File: src/verilog/dpa_pkg.sv
package dpa_pkg;
  // ************************************************************
  // Timing
  // ************************************************************
  localparam int unsigned CLK_FREQ_HZ = 10_000_000;
  localparam int unsigned CLK_PERIOD_NS = 100;
  localparam int unsigned TAG_PULSE_NS = 400;
  localparam int unsigned TAG_PULSE_CYC =
    (TAG_PULSE_NS + CLK_PERIOD_NS - 1) / CLK_PERIOD_NS;
  localparam int unsigned TICK_PERIOD_MS = 1300;
  localparam int unsigned TICK_PERIOD_CYC = TICK_PERIOD_MS * (CLK_FREQ_HZ / 1000);
  localparam int unsigned TIMEOUT_MAX_MS = 20800;
  localparam int unsigned PRESET_STEPS = TIMEOUT_MAX_MS / TICK_PERIOD_MS;
  localparam int unsigned PRESET_W = 4;
  localparam int unsigned PULSE_W = 3;
  localparam int unsigned SYNC_STAGES = 2;
  localparam logic [PRESET_W-1:0] PRESET_RESET = 4'h0;

  // ************************************************************
  // Switch decode
  // ************************************************************
  typedef enum logic [1:0] {
    DPA_MODE_OFF,
    DPA_MODE_FORCE_B,
    DPA_MODE_FORCE_A,
    DPA_MODE_AUTO
  } dpa_mode_e;
endpackage

File: src/verilog/dpa_failsafe.sv
`timescale 1ns/1ps
module dpa_failsafe
  import dpa_pkg::*;
#(
  parameter int unsigned PULSE_CYC = TAG_PULSE_CYC
) (
  input wire logic i_clk_sys,
  input wire logic i_reset_n,
  input wire logic i_tick,
  input wire logic i_owner_connected,
  input wire logic i_other_request,
  input wire logic i_owner_tag,
  input wire logic [dpa_pkg::PRESET_W-1:0] i_preset,
  output logic o_timeout
);
  import dpa_pkg::*;

  logic [PULSE_W-1:0] pulse_reg;
  logic [PULSE_W-1:0] pulse_next;
  logic [PRESET_W:0] count_reg;
  logic [PRESET_W:0] count_next;
  logic counting_reg;
  logic counting_next;
  logic tag_d_reg;
  logic armed;
  logic tag_rise;
  logic pulse_end;
  logic [PRESET_W:0] load_val;

  // ************************************************************
  // Tag one-shot and timer
  // ************************************************************
  assign armed = i_owner_connected && i_other_request;
  assign tag_rise = i_owner_tag && !tag_d_reg;
  assign pulse_end = (pulse_reg == PULSE_W'(1));
  // Preset 0 still yields one tick, so at most one full step
  assign load_val = {1'b0, i_preset} + (PRESET_W+1)'(1);

  always_comb begin
    pulse_next = pulse_reg;
    counting_next = counting_reg;
    count_next = count_reg;
    o_timeout = 1'b0;
    if (!armed) begin
      pulse_next = '0;
      counting_next = 1'b0;
      count_next = load_val;
    end else if (tag_rise) begin
      pulse_next = PULSE_W'(PULSE_CYC);
      counting_next = 1'b0;
      count_next = load_val;
    end else begin
      if (pulse_reg != '0) begin
        pulse_next = pulse_reg - PULSE_W'(1);
      end
      if (pulse_end) begin
        counting_next = 1'b1;
      end
      if (counting_reg && i_tick) begin
        if (count_reg == (PRESET_W+1)'(1)) begin
          o_timeout = 1'b1;
          counting_next = 1'b0;
          count_next = load_val;
        end else begin
          count_next = count_reg - (PRESET_W+1)'(1);
        end
      end
    end
  end

  always_ff @(posedge i_clk_sys or negedge i_reset_n) begin
    if (!i_reset_n) begin
      pulse_reg <= '0;
      counting_reg <= 1'b0;
      count_reg <= '0;
      tag_d_reg <= 1'b0;
    end else begin
      pulse_reg <= pulse_next;
      counting_reg <= counting_next;
      count_reg <= count_next;
      tag_d_reg <= i_owner_tag;
    end
  end
endmodule

File: src/verilog/dpa_arbiter.sv
`timescale 1ns/1ps
module dpa_arbiter
  import dpa_pkg::*;
#(
  parameter int unsigned TICK_CYC = TICK_PERIOD_CYC,
  parameter int unsigned PULSE_CYC = TAG_PULSE_CYC
) (
  input wire logic i_clk_sys,
  input wire logic i_reset_n,
  input wire logic i_online,
  input wire logic i_sequence_a,
  input wire logic i_sequence_b,
  input wire logic i_first_cable_terminator_present,
  input wire logic i_second_cable_terminator_present,
  input wire logic i_switch_a,
  input wire logic i_switch_b,
  input wire logic i_select_a,
  input wire logic i_select_b,
  input wire logic i_request_a,
  input wire logic i_request_b,
  input wire logic i_tag_a,
  input wire logic i_tag_b,
  input wire logic [dpa_pkg::PRESET_W-1:0] i_timer_preset,
  input wire logic i_panel_read_only,
  input wire logic i_attention_event,
  input wire logic i_attention_clear,
  output logic o_power_sequence_enable,
  output logic o_selected_a,
  output logic o_selected_b,
  output logic o_connected_a,
  output logic o_connected_b,
  output logic o_auto_mode,
  output logic o_force_a,
  output logic o_force_b,
  output logic o_degate,
  output logic o_receivers_enable,
  output logic o_write_protect,
  output logic o_request_other_a,
  output logic o_request_other_b,
  output logic o_attention_a,
  output logic o_attention_b
);
  import dpa_pkg::*;

  localparam int unsigned TICK_W = $clog2(TICK_CYC + 1);

  // ************************************************************
  // Input synchronisers
  // ************************************************************
  logic [SYNC_STAGES-1:0] req_a_sync_reg;
  logic [SYNC_STAGES-1:0] req_b_sync_reg;
  logic [SYNC_STAGES-1:0] tag_a_sync_reg;
  logic [SYNC_STAGES-1:0] tag_b_sync_reg;
  logic req_a;
  logic req_b;
  logic tag_a;
  logic tag_b;

  // Request and tag cross cables from unrelated controllers
  always_ff @(posedge i_clk_sys or negedge i_reset_n) begin
    if (!i_reset_n) begin
      req_a_sync_reg <= '0;
      req_b_sync_reg <= '0;
      tag_a_sync_reg <= '0;
      tag_b_sync_reg <= '0;
    end else begin
      req_a_sync_reg <= {req_a_sync_reg[SYNC_STAGES-2:0], i_request_a};
      req_b_sync_reg <= {req_b_sync_reg[SYNC_STAGES-2:0], i_request_b};
      tag_a_sync_reg <= {tag_a_sync_reg[SYNC_STAGES-2:0], i_tag_a};
      tag_b_sync_reg <= {tag_b_sync_reg[SYNC_STAGES-2:0], i_tag_b};
    end
  end

  assign req_a = req_a_sync_reg[SYNC_STAGES-1];
  assign req_b = req_b_sync_reg[SYNC_STAGES-1];
  assign tag_a = tag_a_sync_reg[SYNC_STAGES-1];
  assign tag_b = tag_b_sync_reg[SYNC_STAGES-1];

  // ************************************************************
  // Timer tick divider
  // ************************************************************
  logic [TICK_W-1:0] tick_cnt_reg;
  logic tick;

  assign tick = (tick_cnt_reg == TICK_W'(TICK_CYC - 1));

  always_ff @(posedge i_clk_sys or negedge i_reset_n) begin
    if (!i_reset_n) begin
      tick_cnt_reg <= '0;
    end else if (tick) begin
      tick_cnt_reg <= '0;
    end else begin
      tick_cnt_reg <= tick_cnt_reg + TICK_W'(1);
    end
  end

  // ************************************************************
  // Manual control
  // ************************************************************
  logic en_a_reg;
  logic en_b_reg;
  logic conn_a_reg;
  logic conn_b_reg;
  logic hold_latches;
  logic io_enabled;
  dpa_mode_e mode;

  assign hold_latches = (conn_a_reg && tag_a) || (conn_b_reg && tag_b);

  // Latches only follow switches between operations
  always_ff @(posedge i_clk_sys or negedge i_reset_n) begin
    if (!i_reset_n) begin
      en_a_reg <= 1'b0;
      en_b_reg <= 1'b0;
    end else if (!hold_latches) begin
      en_a_reg <= i_switch_a;
      en_b_reg <= i_switch_b;
    end
  end

  assign mode = dpa_mode_e'({en_a_reg, en_b_reg});
  assign io_enabled = i_online && (mode != DPA_MODE_OFF);
  assign o_degate = (mode == DPA_MODE_OFF);
  assign o_auto_mode = io_enabled && (mode == DPA_MODE_AUTO);
  assign o_force_a = io_enabled && (mode == DPA_MODE_FORCE_A);
  assign o_force_b = io_enabled && (mode == DPA_MODE_FORCE_B);

  // ************************************************************
  // Power sequence enable
  // ************************************************************
  logic seq_requested;
  logic both_term;

  assign seq_requested = i_sequence_a || i_sequence_b;
  assign both_term = i_first_cable_terminator_present
    && i_second_cable_terminator_present;
  // Offline the exerciser owns sequencing
  assign o_power_sequence_enable = !i_online || (seq_requested && both_term);

  // ************************************************************
  // Auto control and lock-out
  // ************************************************************
  logic timeout_a;
  logic timeout_b;
  logic conn_a_next;
  logic conn_b_next;

  dpa_failsafe #(
    .PULSE_CYC(PULSE_CYC)
  ) u_failsafe_a (
    .i_clk_sys(i_clk_sys),
    .i_reset_n(i_reset_n),
    .i_tick(tick),
    .i_owner_connected(conn_a_reg),
    .i_other_request(req_b),
    .i_owner_tag(tag_a),
    .i_preset(i_timer_preset),
    .o_timeout(timeout_a)
  );

  dpa_failsafe #(
    .PULSE_CYC(PULSE_CYC)
  ) u_failsafe_b (
    .i_clk_sys(i_clk_sys),
    .i_reset_n(i_reset_n),
    .i_tick(tick),
    .i_owner_connected(conn_b_reg),
    .i_other_request(req_a),
    .i_owner_tag(tag_b),
    .i_preset(i_timer_preset),
    .o_timeout(timeout_b)
  );

  always_comb begin
    conn_a_next = conn_a_reg;
    conn_b_next = conn_b_reg;
    if (o_force_a) begin
      conn_a_next = 1'b1;
      conn_b_next = 1'b0;
    end else if (o_force_b) begin
      conn_a_next = 1'b0;
      conn_b_next = 1'b1;
    end else if (!o_auto_mode) begin
      conn_a_next = 1'b0;
      conn_b_next = 1'b0;
    end else begin
      // Owner releases on dropped request or on expiry
      if (conn_a_reg && (!req_a || timeout_a)) begin
        conn_a_next = 1'b0;
      end
      if (conn_b_reg && (!req_b || timeout_b)) begin
        conn_b_next = 1'b0;
      end
      // A wins a tie, so both are never granted
      if (!conn_a_next && !conn_b_next) begin
        if (req_a && !(conn_a_reg && timeout_a)) begin
          conn_a_next = 1'b1;
        end else if (req_b && !(conn_b_reg && timeout_b)) begin
          conn_b_next = 1'b1;
        end
      end
    end
  end

  always_ff @(posedge i_clk_sys or negedge i_reset_n) begin
    if (!i_reset_n) begin
      conn_a_reg <= 1'b0;
      conn_b_reg <= 1'b0;
    end else begin
      conn_a_reg <= conn_a_next;
      conn_b_reg <= conn_b_next;
    end
  end

  assign o_connected_a = conn_a_reg;
  assign o_connected_b = conn_b_reg;

  // ************************************************************
  // Selection
  // ************************************************************
  assign o_selected_a = i_select_a && en_a_reg && conn_a_reg;
  assign o_selected_b = i_select_b && en_b_reg && conn_b_reg;
  assign o_receivers_enable = o_selected_a || o_selected_b;
  assign o_write_protect = !o_receivers_enable && i_panel_read_only;

  // ************************************************************
  // Request indication and attention
  // ************************************************************
  logic att_a_reg;
  logic att_b_reg;
  logic rise_a;
  logic rise_b;

  assign o_request_other_a = req_b;
  assign o_request_other_b = req_a;
  assign rise_a = conn_a_next && !conn_a_reg;
  assign rise_b = conn_b_next && !conn_b_reg;

  // Set wins over the clear shared by both ports
  always_ff @(posedge i_clk_sys or negedge i_reset_n) begin
    if (!i_reset_n) begin
      att_a_reg <= 1'b0;
      att_b_reg <= 1'b0;
    end else begin
      if (!conn_a_next) begin
        att_a_reg <= 1'b0;
      end else if (rise_a || i_attention_event) begin
        att_a_reg <= 1'b1;
      end else if (i_attention_clear) begin
        att_a_reg <= 1'b0;
      end
      if (!conn_b_next) begin
        att_b_reg <= 1'b0;
      end else if (rise_b || i_attention_event) begin
        att_b_reg <= 1'b1;
      end else if (i_attention_clear) begin
        att_b_reg <= 1'b0;
      end
    end
  end

  assign o_attention_a = att_a_reg;
  assign o_attention_b = att_b_reg;
endmodule

File: config.mk
export PLATFORM = sky130hd
export DESIGN_NAME = dpa_arbiter
export DESIGN_NICKNAME = d
export VERILOG_FILES = /design/src/verilog/dpa_pkg.sv /design/src/verilog/dpa_failsafe.sv /design/src/verilog/dpa_arbiter.sv
export SDC_FILE = /design/constraint.sdc
export NUM_CORES = 1
export LEC_CHECK = 0
export ABC_AREA = 0
export BUFFER_PORTS_ARGS = -buffer_cell sky130_fd_sc_hd__buf_2
export CAP_MARGIN = 30
export CORE_MARGIN = 2
export CORE_UTILIZATION = 45
export CTS_BUF_LIST = sky130_fd_sc_hd__clkbuf_4 sky130_fd_sc_hd__clkbuf_8
export CTS_CLUSTER_SIZE = 40
export DETAILED_ROUTE_END_ITERATION = 10
export GPL_TIMING_DRIVEN = 0
export PLACE_DENSITY_LB_ADDON = 0.3
export RECOVER_POWER = 100
export SLEW_MARGIN = 30
export SYNTH_ARGS = -nofsm -noshare
export SYNTH_HDL_FRONTEND = slang
export SYNTH_SLANG_ARGS = --single-unit
export TNS_END_PERCENT = 10
File: constraint.sdc
create_clock -name i_clk_sys -period 2.2 [get_ports i_clk_sys]
set_clock_uncertainty 0.1 [all_clocks]
set_input_delay 0 -clock i_clk_sys [delete_from_list [all_inputs] [get_ports i_clk_sys]]
set_output_delay 0 -clock i_clk_sys [all_outputs]
set_load 0.02 [all_outputs]
# Yosys cells after proc, flatten, opt, wreduce, memory -nomap -nowiden
# Index checks and enable logic that the tools add are counted.
# classes
addsub	6
n_eq_ne	14
n_mux	57
n_reduce_logical	52
# op_table
cell	count
1-bit 2-to-1 mux	42
5-bit 2-to-1 mux	8
1-bit logical AND	28
24-bit by 1-bit adder with 24-bit output (second input constant)	1
24-bit == test (second input constant)	1
24-bit 2-to-1 mux	1
3-bit 2-to-1 mux	6
1-bit logical NOT	12
3-bit != test (second input constant)	4
5-bit by 1-bit == test with 1-bit output (second input constant)	2
5-bit by 1-bit subtractor with 5-bit output (second input constant)	2
1-bit logical OR	8
3-bit by 1-bit == test with 1-bit output (second input constant)	2
3-bit by 2-bit != test with 1-bit output (second input constant)	2
3-bit nonzero test	2
3-bit by 1-bit subtractor with 3-bit output (second input constant)	2
4-bit by 1-bit adder with 5-bit output (second input constant)	1
2-bit == test (second input constant)	2
2-bit by 1-bit == test with 1-bit output (second input constant)	1
2-bit logical NOT	1
2-bit nonzero test	1
# totals
reg_bits	58
inputBits	22
output_inout_bits	15
word_cells	148

# Logic depth before layout (Yosys ltp)
# Gate-level depths: netlist of run 1.
# logic_depth
word_depth	21
mapped_depth	7
depth_no_buf	7

# Hierarchy
# A second synthesis of run 1 with hierarchy kept.
# unflattened
cells_unflattened	303
area_unflattened_um2	3061.7
# by_module_without_submodules
mod	n_inst	cells_each	area_each_um2	seq_area_each_um2
dpa_arbiter	1	165	1745.4	950.9
dpa_failsafe	2	69	658.1	250.2

# Worst setup path before layout of run 1
# No wires, ideal clock.
# synth_path
kind	register -> register
from	register tick_cnt_reg[0]
to	register u_failsafe_a.count_reg[3]
setup_time_ns	0.122
t_arrival_ns	1.829
required_time_ns	1.978
setup_slack_ns	0.149
stages_incl_launch_ff	8
path_buffers	1
period_less_slack_ns	2.051
cell_sequence	dfrtp_1 ha_1 nand2_1 nor4_4 and2_1 buf_4 a31oi_2 o22a_1
# synth_via
elab_chain_cells	3
# synth_lines
item	line	source
start, declared	dpa_arbiter.sv:82	logic [TICK_W-1:0] tick_cnt_reg;
start signal, assigned	dpa_arbiter.sv:93	tick_cnt_reg <= tick_cnt_reg + TICK_W'(1);
24-bit == test	dpa_arbiter.sv:85	assign tick = (tick_cnt_reg == TICK_W'(TICK_CYC - 1));
1-bit logical AND	dpa_failsafe.sv:59	if (counting_reg && i_tick) begin
3-bit != test (no line)	n/a	
end signal, assigned	dpa_failsafe.sv:80	count_reg <= count_next;
end, declared	dpa_failsafe.sv:20	logic [PRESET_W:0] count_reg;
# No other way between the ends.
# A chain may end at the register's enable or synchronous reset.

# Final worst setup path of run 1
# layout_path
from	register tick_cnt_reg[16]
to	register u_failsafe_a.count_reg[3]
# The elaborated chain is that of the path after synthesis.

==> key figures, run 1 <==
Run status
  – Status: completed

Hold path
  – Hold Crit Class: primary input to flop
  – Hold wc startpoint: i_attention_clear
  – Hold depth: 4

Pwr
  – Register share of total power: 0.462
  – Clock share of power: 0.437
  – PD cells: 633 nW/µm²
  – Lkg Pwr: 1.79 nW
  – Switch share: 0.241
  – Combinational share of power: 0.101
  – Total Power: 2.50 mW
  – Psw: 0.602 mW
  – Peak VDD IR: 0.000307 V
  – Internal power component: 1.89 mW

Placed design
  – DP HPWL: 4690 µm
  – Final Wtd Congestion: 0.889
  – IO buf count: 36
  – Area of placed instances: 3450 µm²
  – Post-Place Worst Slack: -0.213 ns

GRT
  – Number of global-route vias before repair: 2456
  – Remaining Overflow, GRT: 0
  – GRT Util Overall: 0.193
  – Initial antenna violation count: 0
  – First-pass GRT wire length: 11400 µm
  – Largest net degree at the start of global routing: 59

CTS
  – Max clock buf depth: 2
  – Num CTS Buffers: 9
  – Worst-Skew Late Latency: 0.34 ns
  – Clock sinks: 58
  – Reg clk slew, reported paths: 0.07 ns
  – H-Tree Depth: 3
  – Root buffer cell: clkbuf_8
  – CTS tree: yes

Route
  – First DRT Iteration DRCs: 181
  – Vias: 2591
  – DRC: 0
  – DR vias/cell: 5.49
  – Routed WL: 6960 µm
  – M1 WL: 3260 µm
  – Post-DR wirelength/cell: 14.8 µm
  – Final ANT Viol Nets: 0
  – Initial DRT Pass Iterations: 4
  – Top Layer Used: met4
  – Met2 wire length: 3200 µm
  – Routed length on met3: 283 µm

Critical path
  – Reg2reg start: tick_cnt_reg[16]$_DFF_PN0_
  – Maximum fanout along the worst path: 7
  – Setup crit start kind: flop
  – R2R Setup Slk: 0.02 ns
  – CP Capture Type: flop
  – FF-to-FF path depth: 6
  – Worst EP required: 2.33 ns
  – Arrival time at the worst endpoint: 2.31 ns
  – Class of the most critical setup path: flop to flop
  – Crit path from: tick_cnt_reg[16]$_DFF_PN0_

Logic synthesis
  – Multiplexer share of the synthesized area: 0.0358
  – Syn avg cell area: 10.3 µm²
  – Post-synthesis xor/xnor area fraction: 0.0612
  – Post-synthesis simple-gate area fraction: 0.266
  – Post-synth EDFFs: 0
  – Post-Synth Adder-Cell Area: 0.0477
  – Area of the mapped netlist: 3150 µm²
  – Seq cells post-synth: 58
  – Main synth FF type: dfrtp_1
  – Largest family of logic cells by synthesized area: simple AND/OR/NAND/NOR gates
  – Async SR Flop Fraction: 1.00
  – Register area share after synthesis: 0.461
  – Compound-cell area share of the yosys netlist: 0.0985
  – Syn. warnings: 0
  – Mapped Nets: 340
  – Post-synth cell types: 62
  – Syn Inst Count: 306

Finish
  – Max reg flops: 24
  – Share of post-route cells with drive strength above 1: 0.237
  – Design area: 3940 µm²
  – Post-layout util: 0.580
  – # fillers: 558
  – Area Overhead vs Synth: 25.1%
  – Ant diodes: 0
  – # nets final: 405

Floorplanning
  – Area of the die: 7680 µm²
  – Core Box Area: 6790 µm²
  – I/O pin cnt: 37
  – Starting Density: 0.464
  – Die height: 87.7 µm
  – Cell row count: 30
  – DIE WIDTH: 87.7 µm

STA
  – RSZ-0062 raised after global routing: yes
  – Max transition margin: 0.0349
  – Max frequency: 458 MHz
  – Final WS setup: 0.0158 ns
  – Final setup fails: 0
  – Tmin final: 2.18 ns
  – Least-Margin Pin Slew: 1.45 ns
  – Final Slew Violations: 0
  – Final period util: 0.993
  – Final Hold Fails: 0

Run
  – Max Cap Viol: 0
## synthesized netlist by cell type (3+ instances only)
master | instances | share of area
a21oi_1 | 10 | 0.016
and3_1 | 8 | 0.016
and4_1 | 3 | 0.0083
buf_2 | 3 | 0.0048
dfrtp_1 | 58 | 0.46
ha_1 | 12 | 0.048
inv_1 | 15 | 0.018
mux2i_1 | 9 | 0.029
nand2_1 | 24 | 0.029
nand2b_1 | 8 | 0.016
nand3_1 | 20 | 0.032
nand4_1 | 9 | 0.018
nor2_1 | 25 | 0.030
nor2b_1 | 3 | 0.0060
nor3_1 | 14 | 0.022
nor4_1 | 3 | 0.0060
o22ai_1 | 3 | 0.0060
o31ai_1 | 3 | 0.0072
xnor2_1 | 14 | 0.039
xor2_1 | 8 | 0.022
## per-stage QoR
stage               TNS, ns  std cells  hold WS (ns)
floorplan                 0        306        -0.396
global placement      -1.91        438       0.00827
detailed placement    -2.22        438       0.00977
CTS                 -0.0541        470       0.00825
global route         -0.127        472        0.0565
finish                    0        472        0.0128
## layer usage
layer,vias up,track usage
met3,19,0.0377
met1,1273,0.262
met2,53,0.284
li1,1246,-
met4,0,0.122
met5,-,0
## power groups by stage
stage	Combinational, mW	Sequential (mW)	Clock [mW]
3_3_place_gp	0.224	1.17	0
4_1_cts	0.249	1.15	1.12
2_1_floorplan	0.133	1.17	0
5_1_grt	0.284	1.16	1.16
3_5_place_dp	0.230	1.17	0
6_report	0.253	1.15	1.09
## worst max-delay path, cell delays in order (launching register included)
cell     delay, ns
dfrtp_2       0.44
or4b_4        0.56
nor3_4        0.31
and2_4        0.20
buf_8         0.13
a31oi_4       0.11
o22a_1        0.23
## kinds of logic (layout without fill, tap and decap cells)
logic type,count (synthesis),count (layout)
DFF,58,58
muxes,11,11
buffers and inverters,21,91
and+or+nand+nor,140,140
adders and majority gates,12,12
AOI/OAI and AO/OA,42,42
xor gates and xnor gates,22,22
## cell usage in the layout (no fill, tap or decap), drive strengths merged, types with 3 or more instances in the layout
| cell type | count |
|---|---|
| a211oi | 3 |
| a21oi | 10 |
| a31oi | 3 |
| and3 | 9 |
| and4 | 3 |
| buf | 40 |
| clkbuf | 18 |
| dfrtp | 58 |
| dlygate4sd3 | 13 |
| ha | 12 |
| inv | 15 |
| mux2i | 9 |
| nand2 | 25 |
| nand2b | 8 |
| nand3 | 22 |
| nand4 | 9 |
| nor2 | 25 |
| nor2b | 3 |
| nor3 | 15 |
| nor4 | 6 |
| o22ai | 3 |
| o31ai | 3 |
| xnor2 | 14 |
| xor2 | 8 |
## cell type report
class                      count  area (µm²)  share of cell area
buffer                         6        55.1              0.0140
clock buffer                  11         145              0.0368
clock inverter                 5        77.6              0.0197
inverter                      15        56.3              0.0143
multi-input combinational    227        1690               0.430
sequential                    58        1450               0.369
tap                           96         120              0.0305
timing repair buffer          54         339              0.0860
## final timing paths
check	to
worst max register to register	u_failsafe_a.count_reg[3]$_DFFE_PN0P_
max in group asynchronous	tick_cnt_reg[16]$_DFF_PN0_
worst min-delay path	o_attention_b$_DFFE_PN0P_
min in group asynchronous	tick_cnt_reg[9]$_DFF_PN0_
worst min register to register	tag_b_sync_reg[1]$_DFF_PN0_
worst max-delay path	u_failsafe_a.count_reg[3]$_DFFE_PN0P_
## timing repair
action                                  4_1_cts  5_1_grt
endpoints found under the hold margin        74        0
gates cloned                                  0        1
gates resized for setup                       3       20
buffers inserted                              3        1
hold buffers                                 13        0
endpoints found under the setup margin       21       24
pin swaps                                     2        8
No activity file was read; power rests on OpenSTA's default activity.
==> inputs of run 2 (changes only) <==
--- a/config.mk
+++ b/config.mk
@@ -13,7 +13,6 @@
 export CTS_BUF_LIST = sky130_fd_sc_hd__clkbuf_4 sky130_fd_sc_hd__clkbuf_8
 export CTS_CLUSTER_SIZE = 40
 export DETAILED_ROUTE_END_ITERATION = 10
-export GPL_TIMING_DRIVEN = 0
 export PLACE_DENSITY_LB_ADDON = 0.3
 export RECOVER_POWER = 100
 export SLEW_MARGIN = 30
==> constraint.sdc (replaced) <==
create_clock -name i_clk_sys -period 2.03 [get_ports i_clk_sys]
set_clock_uncertainty 0.1 [all_clocks]
set_input_delay 0 -clock i_clk_sys [delete_from_list [all_inputs] [get_ports i_clk_sys]]
set_output_delay 0 -clock i_clk_sys [all_outputs]
set_load 0.02 [all_outputs]
==> key figures, run 2 (synthesis results as in run 1) <==
Finish
  – Share of post-route cells with drive strength above 1: 0.242 (+0.00527)
  – Ant diodes: 0 (unchanged)
  – Most frequent cells in the layout: dfrtp_1 (58), buf_4 (33), nor2_1 (25)
  – Post-layout util: 0.599 (+0.0192)
  – FF/Latch Area: 1450 µm² (-0.17%)
  – Area of the multi-input gates: 1630 µm² (-3.8%)
  – Max reg flops: 24 (unchanged)
  – # nets final: 434 (+7.2%)
  – Commonest non-fill, non-tap cell in the layout: dfrtp_1
  – # fillers: 602 (+7.9%)
  – Area Overhead vs Synth: 29.3%

Floorplanning
  – DIE WIDTH: 87.7 µm (unchanged)
  – Area of the die: 7680 µm² (unchanged)
  – Die height: 87.7 µm (unchanged)
  – I/O pin cnt: 37 (unchanged)
  – Cell row count: 30 (unchanged)
  – Core Box Area: 6790 µm² (unchanged)
  – Starting Density: 0.464 (unchanged)

Critical path
  – CP Capture Type: flop
  – Arrival time at the worst endpoint: 2.21 ns (-0.10 ns)
  – Setup crit start kind: flop
  – Slowest stage delay, CP: 0.56 ns (about the same)
  – Worst EP required: 2.17 ns (-0.16 ns)
  – CP max-delay cell: or4b_4
  – Maximum fanout along the worst path: 5 (-2)
  – Worst-path cell chain: or4b_4 -> nor3_4 -> buf_4 -> and2_4 -> a31oi_2 -> o22a_1
  – Class of the most critical setup path: flop to flop

Placed design
  – Post-Place Worst Slack: -0.136 ns (+0.0769 ns)
  – Final Wtd Congestion: 0.912 (+2.5%)
  – DP HPWL: 5240 µm (+12%)
  – IO buf count: 36 (unchanged)

GRT
  – Number of global-route vias before repair: 2524 (+2.8%)
  – GRT Util Overall: 0.203 (+0.00995)
  – Initial antenna violation count: 0 (unchanged)
  – First-pass GRT wire length: 11900 µm (+4.2%)
  – Remaining Overflow, GRT: 0 (unchanged)
  – Largest net degree at the start of global routing: 36 (-39%)

Pwr
  – Total Power: 2.62 mW (+5.0%)
  – Combinational share of power: 0.116 (+0.015)
  – Switch share: 0.262 (+0.0206)
  – Internal power component: 1.94 mW (+2.2%)
  – Psw: 0.686 mW (+14%)
  – Peak VDD IR: 0.000318 V (+3.6%)
  – Clock share of power: 0.410 (-0.027)
  – Register share of total power: 0.474 (+0.012)
  – PD cells: 644 nW/µm² (+1.7%)
  – Lkg Pwr: 1.87 nW (+4.7%)

CTS
  – Clock sinks: 58 (unchanged)
  – Worst-Skew Late Latency: 0.35 ns (about the same)
  – CTS tree: yes
  – Num CTS Buffers: 9 (unchanged)
  – Max clock buf depth: 2 (unchanged)
  – H-Tree Depth: 3 (unchanged)
  – Reg clk slew, reported paths: 0.07 ns (about the same)
  – Root buffer cell: clkbuf_8

Route
  – DR vias/cell: 5.29 (-3.6%)
  – Routed WL: 7090 µm (+1.8%)
  – Post-DR wirelength/cell: 14.1 µm (-4.1%)
  – Final ANT Viol Nets: 0 (unchanged)
  – DRC: 0 (unchanged)
  – Initial DRT Pass Iterations: 4 (unchanged)
  – Vias: 2652 (+2.4%)
  – First DRT Iteration DRCs: 167 (-7.7%)

Hold path
  – Hold Crit Class: primary input to flop

STA
  – Final setup fails: 7 (+7)
  – Final period util: 1.02 (+0.0299)
  – Final Hold Fails: 0 (unchanged)
  – Max frequency: 482 MHz (+5.2%)
  – Tmin final: 2.08 ns (-0.108 ns)
  – Final WS setup: -0.0461 ns (-0.0619 ns)
  – Fin Setup TNS: -0.138 ns (-0.138 ns)
  – RSZ-0062 raised after global routing: yes
  – Least-Margin Pin Slew: 1.37 ns (-0.0734 ns)
  – Final Slew Violations: 0 (unchanged)
  – Max transition margin: 0.0838 (+0.0489)
  – Hold_ws: 0.0266 ns (+0.0138 ns)

Run status
  – Status: finished with violations
  – Failing checks: negative setup slack

Run
  – Max Cap Viol: 0 (unchanged)
## run 2: cell count changes in the layout (fill, tap and decap cells not counted), sizes merged
cell and delta:
buf +18, clkinvlp +2, dlygate4sd3 +2, clkbuf +8
bufinv -1
## run 2: worst max-delay path: cells and delay by family, from the launching register on
family / cells / cell delay, ns
simple gates: 3 / 0.95
flops: 1 / 0.40
compound gates: 2 / 0.37
buf+inv: 1 / 0.15
## run 2: layer usage
layer  vias to the layer above  share of wire  wire length [µm]  track usage
met5                         -              0                 0            0
li1                       1307              -                 -            -
met1                      1293           0.46              3280        0.275
met3                        12          0.043               306       0.0556
met4                         0          0.017               120       0.0839
met2                        40           0.48              3380        0.309
## run 2: worst paths after layout
path,end,depth (start not counted),startpoint,slack (ns)
setup / recovery,u_failsafe_a.count_reg[3]$_DFFE_PN0P_,6,tick_cnt_reg[9]$_DFF_PN0_,-0.05
hold / removal,o_attention_a$_DFFE_PN0P_,5,i_attention_clear,0.03
setup reg to reg,u_failsafe_a.count_reg[3]$_DFFE_PN0P_,6,tick_cnt_reg[9]$_DFF_PN0_,-0.05
hold reg to reg,tag_b_sync_reg[1]$_DFF_PN0_,0,tag_b_sync_reg[0]$_DFF_PN0_,0.25
max in group asynchronous,req_b_sync_reg[1]$_DFF_PN0_,3,i_reset_n,0.62
min in group asynchronous,tick_cnt_reg[8]$_DFF_PN0_,2,i_reset_n,0.40
## run 2: area by class of cell
class	count	area share
Clock buffer	10	0.0338
Tap cell	96	0.0295
Multi-Input combinational cell	227	0.400
Sequential cell	58	0.356
Clock inverter	6	0.0163
Inverter	15	0.0138
Timing Repair Buffer	89	0.150
## run 2: through the flow
| stage | instances | cell area (µm²) |
|---|---|---|
| 2_1_floorplan | 306 | 3150 |
| 3_3_place_gp | 468 | 3690 |
| 3_5_place_dp | 468 | 3690 |
| 4_1_cts | 501 | 4100 |
| 5_1_grt | 501 | 4070 |
| 6_report | 501 | 4070 |
## run 2: what timing repair did
| action | 4_1_cts | 5_1_grt |
|---|---|---|
| hold buffers | 15 | 0 |
| endpoints found under the hold margin | 60 | 0 |
| pin swaps | 9 | 3 |
| setup buffers | 2 | 0 |
| resized for setup | 8 | 1 |
| gates cloned | 0 | 0 |
| setup endpoints to repair | 25 | 19 |
## run 2: power by group through the flow
stage / clock network (mW) / logic (mW) / registers [mW]
after floorplan: 0 / 0.144 / 1.26
after global placement: 0 / 0.278 / 1.26
after detailed placement: 0 / 0.284 / 1.26
after CTS: 1.10 / 0.310 / 1.24
after global routing: 1.16 / 0.335 / 1.25
final: 1.08 / 0.303 / 1.24
==> inputs of run 3 (changes only) <==
--- a/config.mk
+++ b/config.mk
@@ -9,7 +9,7 @@
 export BUFFER_PORTS_ARGS = -buffer_cell sky130_fd_sc_hd__buf_2
 export CAP_MARGIN = 30
 export CORE_MARGIN = 2
-export CORE_UTILIZATION = 45
+export CORE_UTILIZATION = 32
 export CTS_BUF_LIST = sky130_fd_sc_hd__clkbuf_4 sky130_fd_sc_hd__clkbuf_8
 export CTS_CLUSTER_SIZE = 40
 export DETAILED_ROUTE_END_ITERATION = 10
==> key figures, run 3 (synthesis results as in run 1) <==
Run status
  – Status: finished with violations
  – Failing checks: negative setup slack

Route
  – Initial DRT Pass Iterations: 4 (unchanged)
  – DR vias/cell: 4.87 (-8.0%)
  – Post-DR wirelength/cell: 14.0 µm (-0.78%)
  – Vias: 2629 (-0.87%)
  – First DRT Iteration DRCs: 144 (-14%)
  – Routed WL: 7580 µm (+6.9%)
  – DRC: 0 (unchanged)
  – Final ANT Viol Nets: 0 (unchanged)

Finish
  – Share of post-route cells with drive strength above 1: 0.275 (+0.0332)
  – Commonest non-fill, non-tap cell in the layout: dfrtp_1
  – Ant diodes: 0 (unchanged)
  – # fillers: 937 (+56%)
  – Area of the multi-input gates: 1700 µm² (+4.5%)
  – Max reg flops: 24 (unchanged)
  – Most frequent cells in the layout: dfrtp_1 (58), buf_4 (35), nor2_1 (25)
  – Non-filler cells, final: 540 (+7.8%)
  – # nets final: 437 (+0.69%)
  – Area Overhead vs Synth: 32.9%
  – FF/Latch Area: 1450 µm² (unchanged)

Pwr
  – Lkg Pwr: 1.89 nW (+1.3%)
  – PD cells: 602 nW/µm² (-6.5%)
  – Peak VDD IR: 0.000238 V (-25%)
  – Total Power: 2.52 mW (-3.9%)

GRT
  – Number of global-route vias before repair: 2663 (+5.5%)
  – Remaining Overflow, GRT: 0 (unchanged)
  – Initial antenna violation count: 0 (unchanged)
  – First-pass GRT wire length: 12700 µm (+6.7%)
  – Largest net degree at the start of global routing: 36 (unchanged)
  – GRT Util Overall: 0.154 (-0.0493)

CTS
  – Reg clk slew, reported paths: 0.07 ns (about the same)
  – Max clock buf depth: 2 (unchanged)
  – Num CTS Buffers: 9 (unchanged)
  – CTS tree: yes
  – Clock sinks: 58 (unchanged)
  – H-Tree Depth: 3 (unchanged)
  – Worst-Skew Late Latency: 0.34 ns (about the same)
  – Root buffer cell: clkbuf_8

STA
  – Max transition margin: 0.131 (+0.0468)
  – Fin Setup TNS: -1.01 ns (-0.874 ns)
  – Max frequency: 466 MHz (-3.2%)
  – Final setup fails: 19 (+12)
  – Final WS setup: -0.116 ns (-0.0695 ns)
  – Tmin final: 2.15 ns (+0.0695 ns)
  – RSZ-0062 raised after global routing: yes
  – Least-Margin Pin Slew: 1.30 ns (-0.0701 ns)
  – Hold_ws: 0.0270 ns (+0.000438 ns)
  – Final period util: 1.06 (+0.0342)
  – Final Slew Violations: 0 (unchanged)
  – Final Hold Fails: 0 (unchanged)

Floorplanning
  – I/O pin cnt: 37 (unchanged)
  – Starting Density: 0.325 (-0.138)
  – Core Box Area: 9680 µm² (+43%)
  – Area of the die: 10700 µm² (+39%)
  – DIE WIDTH: 103 µm (+18%)
  – Cell row count: 36 (+20%)
  – Die height: 103 µm (+18%)

Critical path
  – Arrival time at the worst endpoint: 2.23 ns (+0.02 ns)
  – Maximum fanout along the worst path: 6 (+1)
  – Worst EP required: 2.12 ns (-0.05 ns)
  – CP Capture Type: flop
  – Reg2reg start: tick_cnt_reg[19]$_DFF_PN0_
  – Class of the most critical setup path: flop to flop
  – FF-to-FF path depth: 7 (+1)
  – Setup crit start kind: flop
  – R2R Path End: u_failsafe_a.count_reg[2]$_DFFE_PN0P_
  – R2R Setup Slk: -0.12 ns (-0.07 ns)

Run
  – Max Cap Viol: 0 (unchanged)

Hold path
  – Hold wc startpoint: i_attention_clear
  – Hold depth: 5 (unchanged)
  – Hold endpoint: o_attention_a$_DFFE_PN0P_
  – Hold Crit Class: primary input to flop

Placed design
  – DP HPWL: 5390 µm (+3.0%)
  – Placed Cells: 510 (+9.0%)
  – IO buf count: 36 (unchanged)
  – Final Wtd Congestion: 0.817 (-10%)
[run 3: cell types whose count changed in the layout (fill, tap and decap cells not counted), moves of 2 or more]
cell,previous run,this run
buf_4,33,35
buf_6,2,4
clkbuf_4,0,2
clkinv_2,1,3
clkinvlp_4,3,0
dlygate4sd3_1,15,13
nor3_1,14,12
nor3_2,0,2
o31ai_1,3,1
[run 3: metrics by stage]
stage | util | cell area (µm²) | setup slack [ns]
6_report | 0.432 | 4190 | -0.116
3_3_place_gp | 0.391 | 3790 | -0.0986
4_1_cts | 0.433 | 4190 | -0.0970
5_1_grt | 0.432 | 4190 | -0.232
3_5_place_dp | 0.391 | 3790 | -0.127
2_1_floorplan | - | 3150 | 0.0161
[run 3: layout make-up]
cell class	instances	share of cell area
sequential	58	0.347
multi-input combinational	227	0.407
clock buffer	12	0.0380
timing repair buffer	92	0.152
tap	133	0.0398
clock inverter	3	0.00359
inverter	15	0.0135
[run 3: what timing repair did]
action	4_1_cts	5_1_grt
setup endpoints to repair	24	28
hold endpoints to repair	43	0
buffers inserted	2	1
resized for setup	14	10
hold buffers	13	0
pin swaps	16	8
[run 3: critical path, cell delays in order, from the launching register on]
cell and delay [ns]:
dfrtp_1 0.38, or4_4 0.58, nor3_4 0.28, buf_6 0.14, buf_6 0.11, nand4_1 0.11
mux2i_1 0.19, o22ai_1 0.09
[run 3: worst max path at each step]
stage,slack [ns],startpoint,depth (start not counted),endpoint
after global placement,-0.1,tick_cnt_reg[21]$_DFF_PN0_,5,o_attention_b$_DFFE_PN0P_
after detailed placement,-0.13,tick_cnt_reg[21]$_DFF_PN0_,6,u_failsafe_a.count_reg[0]$_DFFE_PN0P_
after floorplan,0.02,tick_cnt_reg[0]$_DFF_PN0_,6,o_attention_a$_DFFE_PN0P_
final,-0.12,tick_cnt_reg[19]$_DFF_PN0_,7,u_failsafe_a.count_reg[2]$_DFFE_PN0P_
after global routing,-0.23,tick_cnt_reg[19]$_DFF_PN0_,7,u_failsafe_a.count_reg[2]$_DFFE_PN0P_
after CTS,-0.1,tick_cnt_reg[13]$_DFF_PN0_,5,o_connected_a$_DFF_PN0_
[run 3: report_power, final]
part / internal, mW / switching (mW) / leakage [nW]
Sequential: 1.20 / 0.0423 / 0.746
Combinational: 0.144 / 0.173 / 1.05
Clock: 0.510 / 0.450 / 0.0954
[run 3: metal layers]
metal	track usage	part of all wire	routed length, µm
met1	0.209	0.46	3490
met2	0.239	0.50	3800
met3	0.0390	0.023	178
met4	0.0547	0.015	111
met5	0	0	0
